--- src/core/sbems_defs.vh ---
`ifndef SBEMS_DEFS_VH
`define SBEMS_DEFS_VH

// configuration byte offsets
`define SBEMS_MASK_OFFSET 12'h130
`define SBEMS_SEVERITY_OFFSET 12'h134
`define SBEMS_ADDR_WIDTH 12

// reset values
`define SBEMS_MASK_RESET 32'h000017A8
`define SBEMS_SEVERITY_RESET 32'h00001340

// storage width: bits 13..0, bits above are reserved
`define SBEMS_CLASS_WIDTH 14

// writable bits: 13..5 and 3..1, bits 4 and 0 reserved
`define SBEMS_WRITABLE 14'h3FEE

// classes that steer the bridge: 12, 11, 10, 9, 7, 3, 2
`define SBEMS_ACTIVE 14'h1E8C

// class bit positions
`define SBEMS_BIT_INTERNAL 13
`define SBEMS_BIT_SYS_ERR_SEEN 12
`define SBEMS_BIT_PARITY_ERR_SEEN 11
`define SBEMS_BIT_DELAYED_EXPIRY 10
`define SBEMS_BIT_ADDR_PARITY 9
`define SBEMS_BIT_ATTRIBUTE 8
`define SBEMS_BIT_DATA_PARITY 7
`define SBEMS_BIT_SPLIT_MSG 6
`define SBEMS_BIT_SPLIT_UNEXP 5
`define SBEMS_BIT_INITIATOR_ABORT 3
`define SBEMS_BIT_RESPONDER_ABORT 2
`define SBEMS_BIT_SPLIT_INIT_ABORT 1

// pointer width
`define SBEMS_PTR_WIDTH 5

`endif

--- src/core/sbems_regs.v ---
`timescale 1ns/1ps
`include "sbems_defs.vh"

module sbems_regs (
  input wire i_clock,
  input wire i_reset,
  input wire i_link_fund_reset,
  input wire i_global_reset_pin,
  input wire [`SBEMS_ADDR_WIDTH-1:0] i_cfg_addr,
  input wire i_cfg_wr,
  input wire i_cfg_rd,
  input wire [3:0] i_cfg_be,
  input wire [31:0] i_cfg_wdata,
  input wire [`SBEMS_CLASS_WIDTH-1:0] i_err_detect,
  input wire i_first_ptr_hold,
  output reg [31:0] o_cfg_rdata,
  output reg o_cfg_rvalid,
  output reg o_cfg_hit,
  output reg [`SBEMS_CLASS_WIDTH-1:0] o_status_set,
  output reg [`SBEMS_CLASS_WIDTH-1:0] o_msg_req,
  output reg [`SBEMS_CLASS_WIDTH-1:0] o_msg_fatal,
  output reg o_hdr_log_load,
  output reg o_first_ptr_load,
  output reg [`SBEMS_PTR_WIDTH-1:0] o_first_ptr,
  output reg [`SBEMS_CLASS_WIDTH-1:0] o_gate_now,
  output reg [`SBEMS_CLASS_WIDTH-1:0] o_level_now
);

  // storage covers bits 13:0 only, the rest of the word reads zero
  localparam [31:0] MASK_WORD = `SBEMS_MASK_RESET;
  localparam [31:0] SEV_WORD = `SBEMS_SEVERITY_RESET;
  localparam [`SBEMS_CLASS_WIDTH-1:0] MASK_INIT =
    MASK_WORD[`SBEMS_CLASS_WIDTH-1:0];
  localparam [`SBEMS_CLASS_WIDTH-1:0] SEV_INIT =
    SEV_WORD[`SBEMS_CLASS_WIDTH-1:0];
  localparam [`SBEMS_CLASS_WIDTH-1:0] WMASK = `SBEMS_WRITABLE;

  function sbems_sel;
    input [`SBEMS_ADDR_WIDTH-1:0] addr;
    input [`SBEMS_ADDR_WIDTH-1:0] offset;
    begin
      // word decode, byte lane bits ignored
      sbems_sel = (addr[`SBEMS_ADDR_WIDTH-1:2] ==
                   offset[`SBEMS_ADDR_WIDTH-1:2]);
    end
  endfunction

  function [`SBEMS_CLASS_WIDTH-1:0] sbems_merge;
    input [`SBEMS_CLASS_WIDTH-1:0] old;
    input [31:0] data;
    input [3:0] be;
    reg [`SBEMS_CLASS_WIDTH-1:0] lanes;
    begin
      lanes = {{6{be[1]}}, {8{be[0]}}} & WMASK;
      sbems_merge = (old & ~lanes) |
                    (data[`SBEMS_CLASS_WIDTH-1:0] & lanes);
    end
  endfunction

  reg [`SBEMS_CLASS_WIDTH-1:0] gate_reg;
  reg [`SBEMS_CLASS_WIDTH-1:0] gate_next;
  reg [`SBEMS_CLASS_WIDTH-1:0] level_reg;
  reg [`SBEMS_CLASS_WIDTH-1:0] level_next;
  reg [31:0] rdata_next;
  reg hit_next;
  wire restore;
  wire sel_gate;
  wire sel_level;
  wire [`SBEMS_CLASS_WIDTH-1:0] report;
  wire [`SBEMS_CLASS_WIDTH-1:0] fatal;
  wire any_report;
  wire [`SBEMS_PTR_WIDTH-1:0] first_pos;
  wire internal_fault_gate;
  wire sys_err_seen_gate;
  wire parity_err_seen_gate;
  wire delayed_expiry_gate;
  wire addr_parity_gate;
  wire attribute_fault_gate;
  wire data_parity_gate;
  wire split_msg_fault_gate;
  wire split_unexpected_gate;
  wire initiator_abort_gate;
  wire responder_abort_gate;
  wire split_initiator_abort_gate;
  wire internal_fault_level;
  wire sys_err_seen_level;
  wire parity_err_seen_level;
  wire delayed_expiry_level;
  wire addr_parity_level;
  wire attribute_fault_level;
  wire data_parity_level;
  wire split_msg_fault_level;
  wire split_unexpected_level;
  wire initiator_abort_level;
  wire responder_abort_level;
  wire split_initiator_abort_level;
  wire [31:0] gate_word;
  wire [31:0] level_word;

  // all three reset sources restore the same defaults
  assign restore = i_reset | i_link_fund_reset | i_global_reset_pin;
  assign sel_gate = sbems_sel(i_cfg_addr, `SBEMS_MASK_OFFSET);
  assign sel_level = sbems_sel(i_cfg_addr, `SBEMS_SEVERITY_OFFSET);

  assign internal_fault_gate = gate_reg[`SBEMS_BIT_INTERNAL];
  assign sys_err_seen_gate = gate_reg[`SBEMS_BIT_SYS_ERR_SEEN];
  assign parity_err_seen_gate = gate_reg[`SBEMS_BIT_PARITY_ERR_SEEN];
  assign delayed_expiry_gate = gate_reg[`SBEMS_BIT_DELAYED_EXPIRY];
  assign addr_parity_gate = gate_reg[`SBEMS_BIT_ADDR_PARITY];
  assign attribute_fault_gate = gate_reg[`SBEMS_BIT_ATTRIBUTE];
  assign data_parity_gate = gate_reg[`SBEMS_BIT_DATA_PARITY];
  assign split_msg_fault_gate = gate_reg[`SBEMS_BIT_SPLIT_MSG];
  assign split_unexpected_gate = gate_reg[`SBEMS_BIT_SPLIT_UNEXP];
  assign initiator_abort_gate = gate_reg[`SBEMS_BIT_INITIATOR_ABORT];
  assign responder_abort_gate = gate_reg[`SBEMS_BIT_RESPONDER_ABORT];
  assign split_initiator_abort_gate = gate_reg[`SBEMS_BIT_SPLIT_INIT_ABORT];
  assign internal_fault_level = level_reg[`SBEMS_BIT_INTERNAL];
  assign sys_err_seen_level = level_reg[`SBEMS_BIT_SYS_ERR_SEEN];
  assign parity_err_seen_level = level_reg[`SBEMS_BIT_PARITY_ERR_SEEN];
  assign delayed_expiry_level = level_reg[`SBEMS_BIT_DELAYED_EXPIRY];
  assign addr_parity_level = level_reg[`SBEMS_BIT_ADDR_PARITY];
  assign attribute_fault_level = level_reg[`SBEMS_BIT_ATTRIBUTE];
  assign data_parity_level = level_reg[`SBEMS_BIT_DATA_PARITY];
  assign split_msg_fault_level = level_reg[`SBEMS_BIT_SPLIT_MSG];
  assign split_unexpected_level = level_reg[`SBEMS_BIT_SPLIT_UNEXP];
  assign initiator_abort_level = level_reg[`SBEMS_BIT_INITIATOR_ABORT];
  assign responder_abort_level = level_reg[`SBEMS_BIT_RESPONDER_ABORT];
  assign split_initiator_abort_level =
    level_reg[`SBEMS_BIT_SPLIT_INIT_ABORT];

  // reserved positions are tied here, not trusted to storage
  assign gate_word = {18'h0, internal_fault_gate, sys_err_seen_gate,
    parity_err_seen_gate, delayed_expiry_gate, addr_parity_gate,
    attribute_fault_gate, data_parity_gate, split_msg_fault_gate,
    split_unexpected_gate, 1'b0, initiator_abort_gate,
    responder_abort_gate, split_initiator_abort_gate, 1'b0};
  assign level_word = {18'h0, internal_fault_level, sys_err_seen_level,
    parity_err_seen_level, delayed_expiry_level, addr_parity_level,
    attribute_fault_level, data_parity_level, split_msg_fault_level,
    split_unexpected_level, 1'b0, initiator_abort_level,
    responder_abort_level, split_initiator_abort_level, 1'b0};

  always @* begin
    gate_next = gate_reg;
    level_next = level_reg;
    if (i_cfg_wr && sel_gate) begin
      gate_next = sbems_merge(gate_reg, i_cfg_wdata, i_cfg_be);
    end
    if (i_cfg_wr && sel_level) begin
      level_next = sbems_merge(level_reg, i_cfg_wdata, i_cfg_be);
    end
  end

  always @* begin
    rdata_next = 32'h00000000;
    hit_next = 1'b0;
    if (sel_gate) begin
      rdata_next = gate_word;
      hit_next = 1'b1;
    end else if (sel_level) begin
      rdata_next = level_word;
      hit_next = 1'b1;
    end
  end

  always @(posedge i_clock) begin
    if (restore) begin
      gate_reg <= MASK_INIT;
      level_reg <= SEV_INIT;
    end else begin
      gate_reg <= gate_next;
      level_reg <= level_next;
    end
  end

  // gate uses the settled register value, so a same-cycle write
  // only affects errors detected on later edges
  sbems_err_gate u_gate (
    .i_detect(i_err_detect),
    .i_gate(gate_reg),
    .i_level(level_reg),
    .o_report(report),
    .o_fatal(fatal),
    .o_any(any_report),
    .o_first(first_pos)
  );

  always @(posedge i_clock) begin
    if (restore) begin
      o_cfg_rdata <= 32'h00000000;
      o_cfg_rvalid <= 1'b0;
      o_cfg_hit <= 1'b0;
      o_status_set <= {`SBEMS_CLASS_WIDTH{1'b0}};
      o_msg_req <= {`SBEMS_CLASS_WIDTH{1'b0}};
      o_msg_fatal <= {`SBEMS_CLASS_WIDTH{1'b0}};
      o_hdr_log_load <= 1'b0;
      o_first_ptr_load <= 1'b0;
      o_first_ptr <= {`SBEMS_PTR_WIDTH{1'b0}};
      o_gate_now <= MASK_INIT;
      o_level_now <= SEV_INIT;
    end else begin
      o_cfg_rvalid <= i_cfg_rd;
      o_cfg_hit <= i_cfg_rd & hit_next;
      o_cfg_rdata <= i_cfg_rd ? rdata_next : 32'h00000000;
      // status block clears on write-one itself; we only set
      o_status_set <= report;
      o_msg_req <= report;
      o_msg_fatal <= fatal;
      o_hdr_log_load <= any_report;
      o_first_ptr_load <= any_report & ~i_first_ptr_hold;
      if (any_report && !i_first_ptr_hold) begin
        o_first_ptr <= first_pos;
      end
      o_gate_now <= gate_next;
      o_level_now <= level_next;
    end
  end
endmodule

--- src/core/sbems_err_gate.v ---
`timescale 1ns/1ps
`include "sbems_defs.vh"

module sbems_err_gate (
  input wire [`SBEMS_CLASS_WIDTH-1:0] i_detect,
  input wire [`SBEMS_CLASS_WIDTH-1:0] i_gate,
  input wire [`SBEMS_CLASS_WIDTH-1:0] i_level,
  output wire [`SBEMS_CLASS_WIDTH-1:0] o_report,
  output wire [`SBEMS_CLASS_WIDTH-1:0] o_fatal,
  output wire o_any,
  output wire [`SBEMS_PTR_WIDTH-1:0] o_first
);

  // highest reporting position wins a same-cycle tie
  function [`SBEMS_PTR_WIDTH-1:0] sbems_pick;
    input [`SBEMS_CLASS_WIDTH-1:0] vec;
    integer k;
    begin
      sbems_pick = {`SBEMS_PTR_WIDTH{1'b0}};
      for (k = 0; k < `SBEMS_CLASS_WIDTH; k = k + 1) begin
        if (vec[k]) begin
          sbems_pick = k[`SBEMS_PTR_WIDTH-1:0];
        end
      end
    end
  endfunction

  localparam [`SBEMS_CLASS_WIDTH-1:0] ACTIVE = `SBEMS_ACTIVE;

  genvar g;
  generate
    for (g = 0; g < `SBEMS_CLASS_WIDTH; g = g + 1) begin : gen_class
      // extended-bus classes never report, whatever their gate
      assign o_report[g] = i_detect[g] & ~i_gate[g] &
                           ACTIVE[g];
      assign o_fatal[g] = o_report[g] & i_level[g];
    end
  endgenerate

  assign o_any = |o_report;
  assign o_first = sbems_pick(o_report);
endmodule

--- config.mk ---
export PLATFORM = sky130hd
export DESIGN_NAME = sbems_regs
export DESIGN_NICKNAME = d
export VERILOG_FILES = /design/src/core/sbems_regs.v /design/src/core/sbems_err_gate.v
export VERILOG_INCLUDE_DIRS = /design/src /design/src/core
export SDC_FILE = /design/constraint.sdc
export NUM_CORES = 1
export LEC_CHECK = 0
export ABC_AREA = 1
export BUFFER_PORTS_ARGS = -buffer_cell sky130_fd_sc_hd__buf_2
export CAP_MARGIN = 20
export CORE_AREA = 5 5 90 92
export DETAILED_ROUTE_END_ITERATION = 8
export DIE_AREA = 0 0 95 97
export HOLD_SLACK_MARGIN = 0.03
export PLACE_DENSITY_LB_ADDON = 0.2
export SKIP_CTS_REPAIR_TIMING = 1
export SYNTH_ARGS = -nofsm -noshare
export SYNTH_HDL_FRONTEND = slang
export SYNTH_SLANG_ARGS = --single-unit
--- constraint.sdc ---
create_clock -name i_clock -period 1.2 [get_ports i_clock]
set_input_delay 0.24 -clock i_clock [delete_from_list [all_inputs] [get_ports i_clock]]
set_output_delay 0.24 -clock i_clock [all_outputs]
set_load 0.005 [all_outputs]
==> results.cfg, run 1 <==
[layout]
final_cell_count_no_fill = 584
fin_area_um2 = 3540
finish.utilization_pct = 49.7
nFillCells = 771
seq_area_um2 = 1170
multi_input_area_um2 = 1130
drive_gt1_share_pct = 40.1
syn_to_final_growth_pct = 33.4
fin_nets = 548

[yosys]
synth_edf_count = 0
synth.most_common_cell = nand2_1
syn_area_um2 = 2660
synthCells = 347
synth_top_family_by_area = simple AND/OR/NAND/NOR gates
yosysWarnings = 0
syn_avg_cell_area_um2 = 7.66
async_flop_share_pct = 0
ys_seq_elements = 58
yosysUniqueCellTypes = 26
synth_simple_gate_area_share_pct = 30.8
synth_xor_area_share_pct = 0
yosysTopAreaCell = dfxtp_1
yosys-top-cells-count = nand2_1, dfxtp_1, buf_4
ys.flop_type = dfxtp_1
synthAdderAreaFrac_pct = 0
synth_area_leaders = dfxtp_1, buf_4, nand2_1
yosysTopAreaCellShare_pct = 43.7
synth-seq-area-share_pct = 43.7
synthMuxAreaShare_pct = 0
synth_compound_area_share_pct = 3.44

[floorplanning]
fp.dieH_um = 97
coreArea_um2 = 7140
pin_count = 180
rows = 31
die_w_um = 95
initial_utilization_pct = 37.2
die_area_um2 = 9220

[cts]
ctsRootBufferMaster = clkbuf_8
cts_made_buffers = 9
cts_sinks = 58
clk_pin_slew_ns = 0.06
cts_buffer_depth = 2
tritoncts = yes
htreeDepth = 3
clk-insertion-delay-late_ns = 0.33

[routing]
wl_per_cell_um = 12.0
viasPerCell = 4.13
antenna_left = 0
wirelength_um = 7000
vias = 2413
drc = 0
drt_iter0_drc = 93
first_pass_iters = 4

[timing]
timing.hold.ws_ns = 0.0956
setup_violations = 0
timing.final.crit_share_pct = 98.0
final-hold-violation-count = 0
final_max_slew_viol_count = 0
fin_crit_ns = 1.18
grt_setup_unrepaired = yes
skew_ns = 0.00589
max_freq_mhz = 851

[pwr]
power_w = 0.00373
p_per_area_nw_per_um2 = 1050
leakagePower_nw = 1.96
peakVddDrop_mv = 0.542

[global_routing]
grt_pass1_wl_um = 10500
grt_overflow = 0
grt_usage_pct = 14.6
antenna_found_initial = 0
grt_max_degree = 26
grt_pass1_vias = 2143

[setup_path]
arrival_ns = 1.38
crit_required_ns = 1.41
startpoint_type = flop
reg2reg_depth = 8
cp-end-kind = flop
critPathKind = flop to flop
critPathMaxFanout = 2

[placement]
hpwl_um = 5360
placed_area_um2 = 3300
portBuffers = 102
dp_cells = 564
gp_congestion = 0.757

[hold_path]
min_path_type = primary input to flop
holdPathStages = 2

[flow_run]
maxCapViolCount = 0

[status]
status = finished clean
-- logic make-up (layout without fill, tap and decap cells) --
| kind of cell | Yosys count | count (layout) |
|---|---|---|
| compound gates | 16 | 16 |
| simple gates | 176 | 176 |
| other cells | 1 | 47 |
| buf+inv | 96 | 188 |
| flops | 58 | 58 |
-- critical path, cell delays in order (launching register included) --
cell and delay, ns:
dfxtp_2 0.33, inv_2 0.03, nand2_2 0.08, nand2_2 0.08, nor2_4 0.15, buf_4 0.12, buf_4 0.09, nand3b_1 0.09
a21oi_1 0.06
-- final timing paths --
kind                          startpoint                          end  slack [ns]
max                                 flop  o_first_ptr[3]$_SDFFE_PP0P_        0.02
min                        i_cfg_addr[3]         o_cfg_hit$_SDFF_PP0_         0.1
max reg2reg                         flop  o_first_ptr[3]$_SDFFE_PP0P_        0.02
min reg2reg  o_first_ptr[3]$_SDFFE_PP0P_  o_first_ptr[3]$_SDFFE_PP0P_        0.47
-- power by group --
group	switching (W)	internal (W)
sequential	0.00000220	0.00193
clock	0.000731	0.000797
combinational	0.000162	0.000108
-- per-stage QoR --
stage	worst slack (ns)	setup TNS (ns)
finish	0.0243	0
global route	-0.0516	-0.125
CTS	-0.0501	-0.0968
detailed placement	-0.142	-3.88
global placement	-0.169	-3.60
floorplan	0.00236	0
-- metal layers --
layer,vias up,wire length [µm],track usage [%]
li1,1245,-,-
met1,1049,2970,18.5
met2,110,3190,22.6
met3,9,746,5.20
met4,0,93,5.11
met5,-,0,0
-- placed cells by master, fill, tap and decap left out --
cell type	n
a21oi_1	13
a21oi_2	3
and2_1	2
buf_12	3
buf_2	102
buf_4	34
clkbuf_1	3
clkbuf_8	10
clkinv_2	3
conb_1	46
dfxtp_1	51
dfxtp_2	7
diode_2	1
inv_1	26
inv_2	6
inv_4	1
nand2_1	69
nand2_2	14
nand2_4	2
nand3_1	15
nand3b_1	1
nand4_1	14
nand4_2	2
nor2_1	44
nor2_2	1
nor2_4	3
nor2_8	2
nor3_1	6
nor3_4	1
-- cell type report --
cell class	instances	share of cell area, %
diodes	1	0.0706
clock buffers	13	4.20
clock inverters	3	0.424
inverters	33	3.57
multi-input cells	238	31.9
flip-flops and latches	58	33.0
well taps	99	3.49
repair buffers	139	23.3
Note: power is estimated with default switching activity, not from simulation.
==> run 2: changes to the inputs <==
- CORE_AREA: 5 5 90 92 -> 5 5 101 103
- DIE_AREA: 0 0 95 97 -> 0 0 106 108
==> run 2 against run 1 <==
  * Sequential cell count unchanged
  * Die area increased by 24%
  * Critical endpoint is now o_gate_now[9]
  * Critical path type is now flop to output port
  * Combinational power about the same
==> results.cfg, run 2 (same netlist as run 1, synthesis figures left out) <==
[status]
status = finished clean

[placement]
dp_cells = 578
gp_congestion = 0.771
hpwl_um = 5690
place_ws_ns = -0.163
portBuffers = 102

[pwr]
peakVddDrop_mv = 0.401
leakagePower_nw = 1.98
p_per_area_nw_per_um2 = 1160
power_w = 0.00419

[setup_path]
cp-end-kind = output port
reg2reg_depth = 9
arrival_ns = 0.92
crit_required_ns = 0.96
critPathKind = flop to output port
startpoint_type = flop
reg2reg_to = o_first_ptr[1]$_SDFFE_PP0P_
critPathMaxFanout = 3
r2r_slack_ns = 0.09

[routing]
drt_iter0_drc = 105
vias = 2427
top_layer = met4
wl_per_cell_um = 12.1
viasPerCell = 4.08
drc = 0
antenna_left = 0
wl_met3_um = 649
wirelength_um = 7200
met2_length_um = 3390
m1WireLength_um = 3050
first_pass_iters = 4

[hold_path]
min-delay-start = i_cfg_addr[3]
min_to = o_cfg_hit$_SDFF_PP0_
min_path_type = primary input to flop
holdPathStages = 2

[timing]
fin_crit_ns = 1.16
max_freq_mhz = 862
final_max_slew_viol_count = 0
final-hold-violation-count = 0
setup_violations = 0
setup_slack_ns = 0.0395
skew_ns = 0.00603
timing.final.crit_share_pct = 96.7
grt_setup_unrepaired = yes

[floorplanning]
pin_count = 180
fp.dieH_um = 108
rows = 35
die_w_um = 106
initial_utilization_pct = 29.2
coreArea_um2 = 9110
die_area_um2 = 11400

[global_routing]
grt_pass1_vias = 2315
grt_usage_pct = 12.5
grt_max_degree = 17
grt_pass1_wl_um = 11200
grt_overflow = 0
antenna_found_initial = 0

[cts]
clk_pin_slew_ns = 0.07
tritoncts = yes
cts_made_buffers = 9
cts_sinks = 58
ctsRootBufferMaster = clkbuf_8
clk-insertion-delay-late_ns = 0.34
cts_buffer_depth = 2
htreeDepth = 3

[layout]
final_common_cell = buf_2
fin_nets = 548
drive_gt1_share_pct = 40.3
syn_to_final_growth_pct = 35.3
final_cell_count_no_fill = 595
final_cell_mix = buf_2, nand2_1, dfxtp_1
n_antenna_cell = 0
finish.utilization_pct = 39.5

[flow_run]
maxCapViolCount = 0
==> run 2: critical path: stages, from the launching register on <==
cell,delay [ns]
dfxtp_2,0.33
buf_4,0.14
buf_2,0.12
==> run 2: through the flow <==
stage	TNS, ns	instance area (µm²)	hold slack [ns]
after floorplan	0	2830	0.319
after global placement	-3.44	3310	0.447
after detailed placement	-3.88	3310	0.444
after CTS	-0.0541	3530	0.0892
after global routing	-0.0583	3590	0.0946
final	0	3590	0.101
==> run 2: metal layers <==
layer	vias up	global-route usage [%]
met2	97	20.8
met4	0	5.00
met5	-	0
li1	1246	-
met1	1074	15.0
met3	10	4.00
==> run 2: worst max-delay path by stage <==
stage / start / end / slack [ns] / cells past startpoint
floorplan: flop / o_first_ptr[0]$_SDFFE_PP0P_ / 0.002 / 9
global placement: i_cfg_addr[7] / o_cfg_rdata[2]$_SDFF_PP0_ / -0.14 / 8
detailed placement: i_cfg_addr[7] / o_cfg_rdata[2]$_SDFF_PP0_ / -0.16 / 8
CTS: flop / o_first_ptr[0]$_SDFFE_PP0P_ / -0.03 / 9
global route: flop / o_first_ptr[1]$_SDFFE_PP0P_ / -0.03 / 9
finish: flop / o_gate_now[9] / 0.04 / 2
==> run 2: final cells by class <==
cell class / count / area, µm²
fillers: 982 / 5510
flip-flops and latches: 58 / 1170
multi-input cells: 238 / 1140
repair buffers: 139 / 801
clock buffers: 11 / 141
well taps: 111 / 139
inverters: 33 / 126
clock inverters: 5 / 77.6
==> run 2: report_power, final <==
part | total [W] | switching (W) | internal [W]
combinational | 0.000272 | 0.000167 | 0.000104
clock | 0.00198 | 0.000762 | 0.00122
sequential | 0.00193 | 0.00000274 | 0.00193
==> run 3: changes to the inputs <==
- SETUP_SLACK_MARGIN: default -> 0.15
==> run 3 against run 2 <==
  * Die area did not move
  * Sequential share of layout area shrank 2.9 points
  * First-iteration DRC count decreased by 15%
  * Sequential cell count is the same
  * Worst setup slack worse by 0.0056 ns
  * Power shrank 5.1%
  * Clock-buffer cell count is 1 higher
  * Worst hold slack better by 0.017 ns
==> results.cfg, run 3 (same netlist as run 1, synthesis figures left out) <==
[timing]
fin_crit_ns = 1.17
setup_violations = 0
skew_ns = 0.00700
final-hold-violation-count = 0
timing.final.crit_share_pct = 97.2
setup_slack_ns = 0.0338
final_max_slew_viol_count = 0
grt_setup_unrepaired = yes
max_freq_mhz = 858

[floorplanning]
rows = 35
die_area_um2 = 11400
pin_count = 180
initial_utilization_pct = 29.2
die_w_um = 106
coreArea_um2 = 9110
fp.dieH_um = 108

[setup_path]
critPathKind = primary input to flop
cp_slowest_stage_delay_ns = 0.19
cpMaxStageDelayCell = nor2_4
arrival_ns = 1.43
crit_required_ns = 1.46
crit_path_cell_trace = buf_6 -> nor2_4 -> nand2_2 -> nor2_4 -> buf_12 -> clkinv_8 -> nor2_8 -> buf_12 -> nand4_1 -> nand3_1
startpoint_type = primary input
cp-end-kind = flop
critPathMaxFanout = 8

[placement]
portBuffers = 102
gp_congestion = 0.745
placed_area_um2 = 3320
hpwl_um = 5690
dp_cells = 571
place_ws_ns = -0.229

[routing]
wl_per_cell_um = 13.5
first_pass_iters = 5
antenna_left = 0
drt_iter0_drc = 89
wirelength_um = 8120
viasPerCell = 4.18
drc = 0
vias = 2519

[pwr]
p_per_area_nw_per_um2 = 969
leakagePower_nw = 2.14
peakVddDrop_mv = 0.418
power_w = 0.00397

[cts]
cts_buffer_depth = 2
clk_pin_slew_ns = 0.06
tritoncts = yes
clk-insertion-delay-late_ns = 0.33
ctsRootBufferMaster = clkbuf_8
cts_sinks = 58
htreeDepth = 3
cts_made_buffers = 9

[layout]
final_cell_count_no_fill = 602
finish.utilization_pct = 45.0
final_common_cell = buf_2
fin_area_um2 = 4100
n_antenna_cell = 0
fin_nets = 556
drive_gt1_share_pct = 53.8
syn_to_final_growth_pct = 54.2
final_cell_mix = buf_2, nand2_1, conb_1

[global_routing]
antenna_found_initial = 0
grt_overflow = 0
grt_max_degree = 22
grt_usage_pct = 12.8
grt_pass1_vias = 2334
grt_pass1_wl_um = 11400

[flow_run]
maxCapViolCount = 0

[hold_path]
min_path_type = primary input to flop

[status]
status = finished clean
## run 3: path summary, 6_finish.rpt
check,endpoint,cells past startpoint,slack [ns],from
max,flop,10,0.03,i_cfg_addr[10]
min,o_cfg_hit$_SDFF_PP0_,2,0.12,i_cfg_addr[3]
max reg2reg,o_first_ptr[0]$_SDFFE_PP0P_,9,0.04,flop
min reg2reg,o_first_ptr[3]$_SDFFE_PP0P_,2,0.46,o_first_ptr[3]$_SDFFE_PP0P_
## run 3: routing by layer
layer / GRT usage (%) / vias to the layer above / part of all wire [%]
li1: - / 1266 / -
met1: 15.1 / 1142 / 41
met2: 21.5 / 101 / 49
met3: 4.18 / 10 / 8.2
met4: 5.55 / 0 / 1.4
met5: 0 / - / 0
## run 3: area by class of cell
type,instances,area (µm²)
Clock inverter,3,40.0
Inverter,33,144
Sequential cell,58,1210
Clock buffer,12,145
Timing Repair Buffer,145,1070
Tap cell,111,139
Multi-Input combinational cell,240,1350
Fill cell,921,5010
## run 3: through the flow
stage	TNS [ns]	hold WS [ns]
3_5_place_dp	-5.72	0.448
3_3_place_gp	-5.31	0.447
2_1_floorplan	0	0.319
5_1_grt	-0.476	0.104
4_1_cts	-0.0177	0.0962
6_report	0	0.118
## run 3: critical path, delay by kind of cell
family / cells / cell delay, ns
simple gates: 6 / 0.71
buf+inv: 4 / 0.48
## run 3: where the power goes
part / leakage, nW / internal, W / total, W / switching (W)
clock network: 0.0962 / 0.000999 / 0.00174 / 0.000745
logic: 1.57 / 0.000114 / 0.000301 / 0.000187
registers: 0.476 / 0.00193 / 0.00193 / 0.00000303
total: 2.14 / 0.00304 / 0.00397 / 0.000936
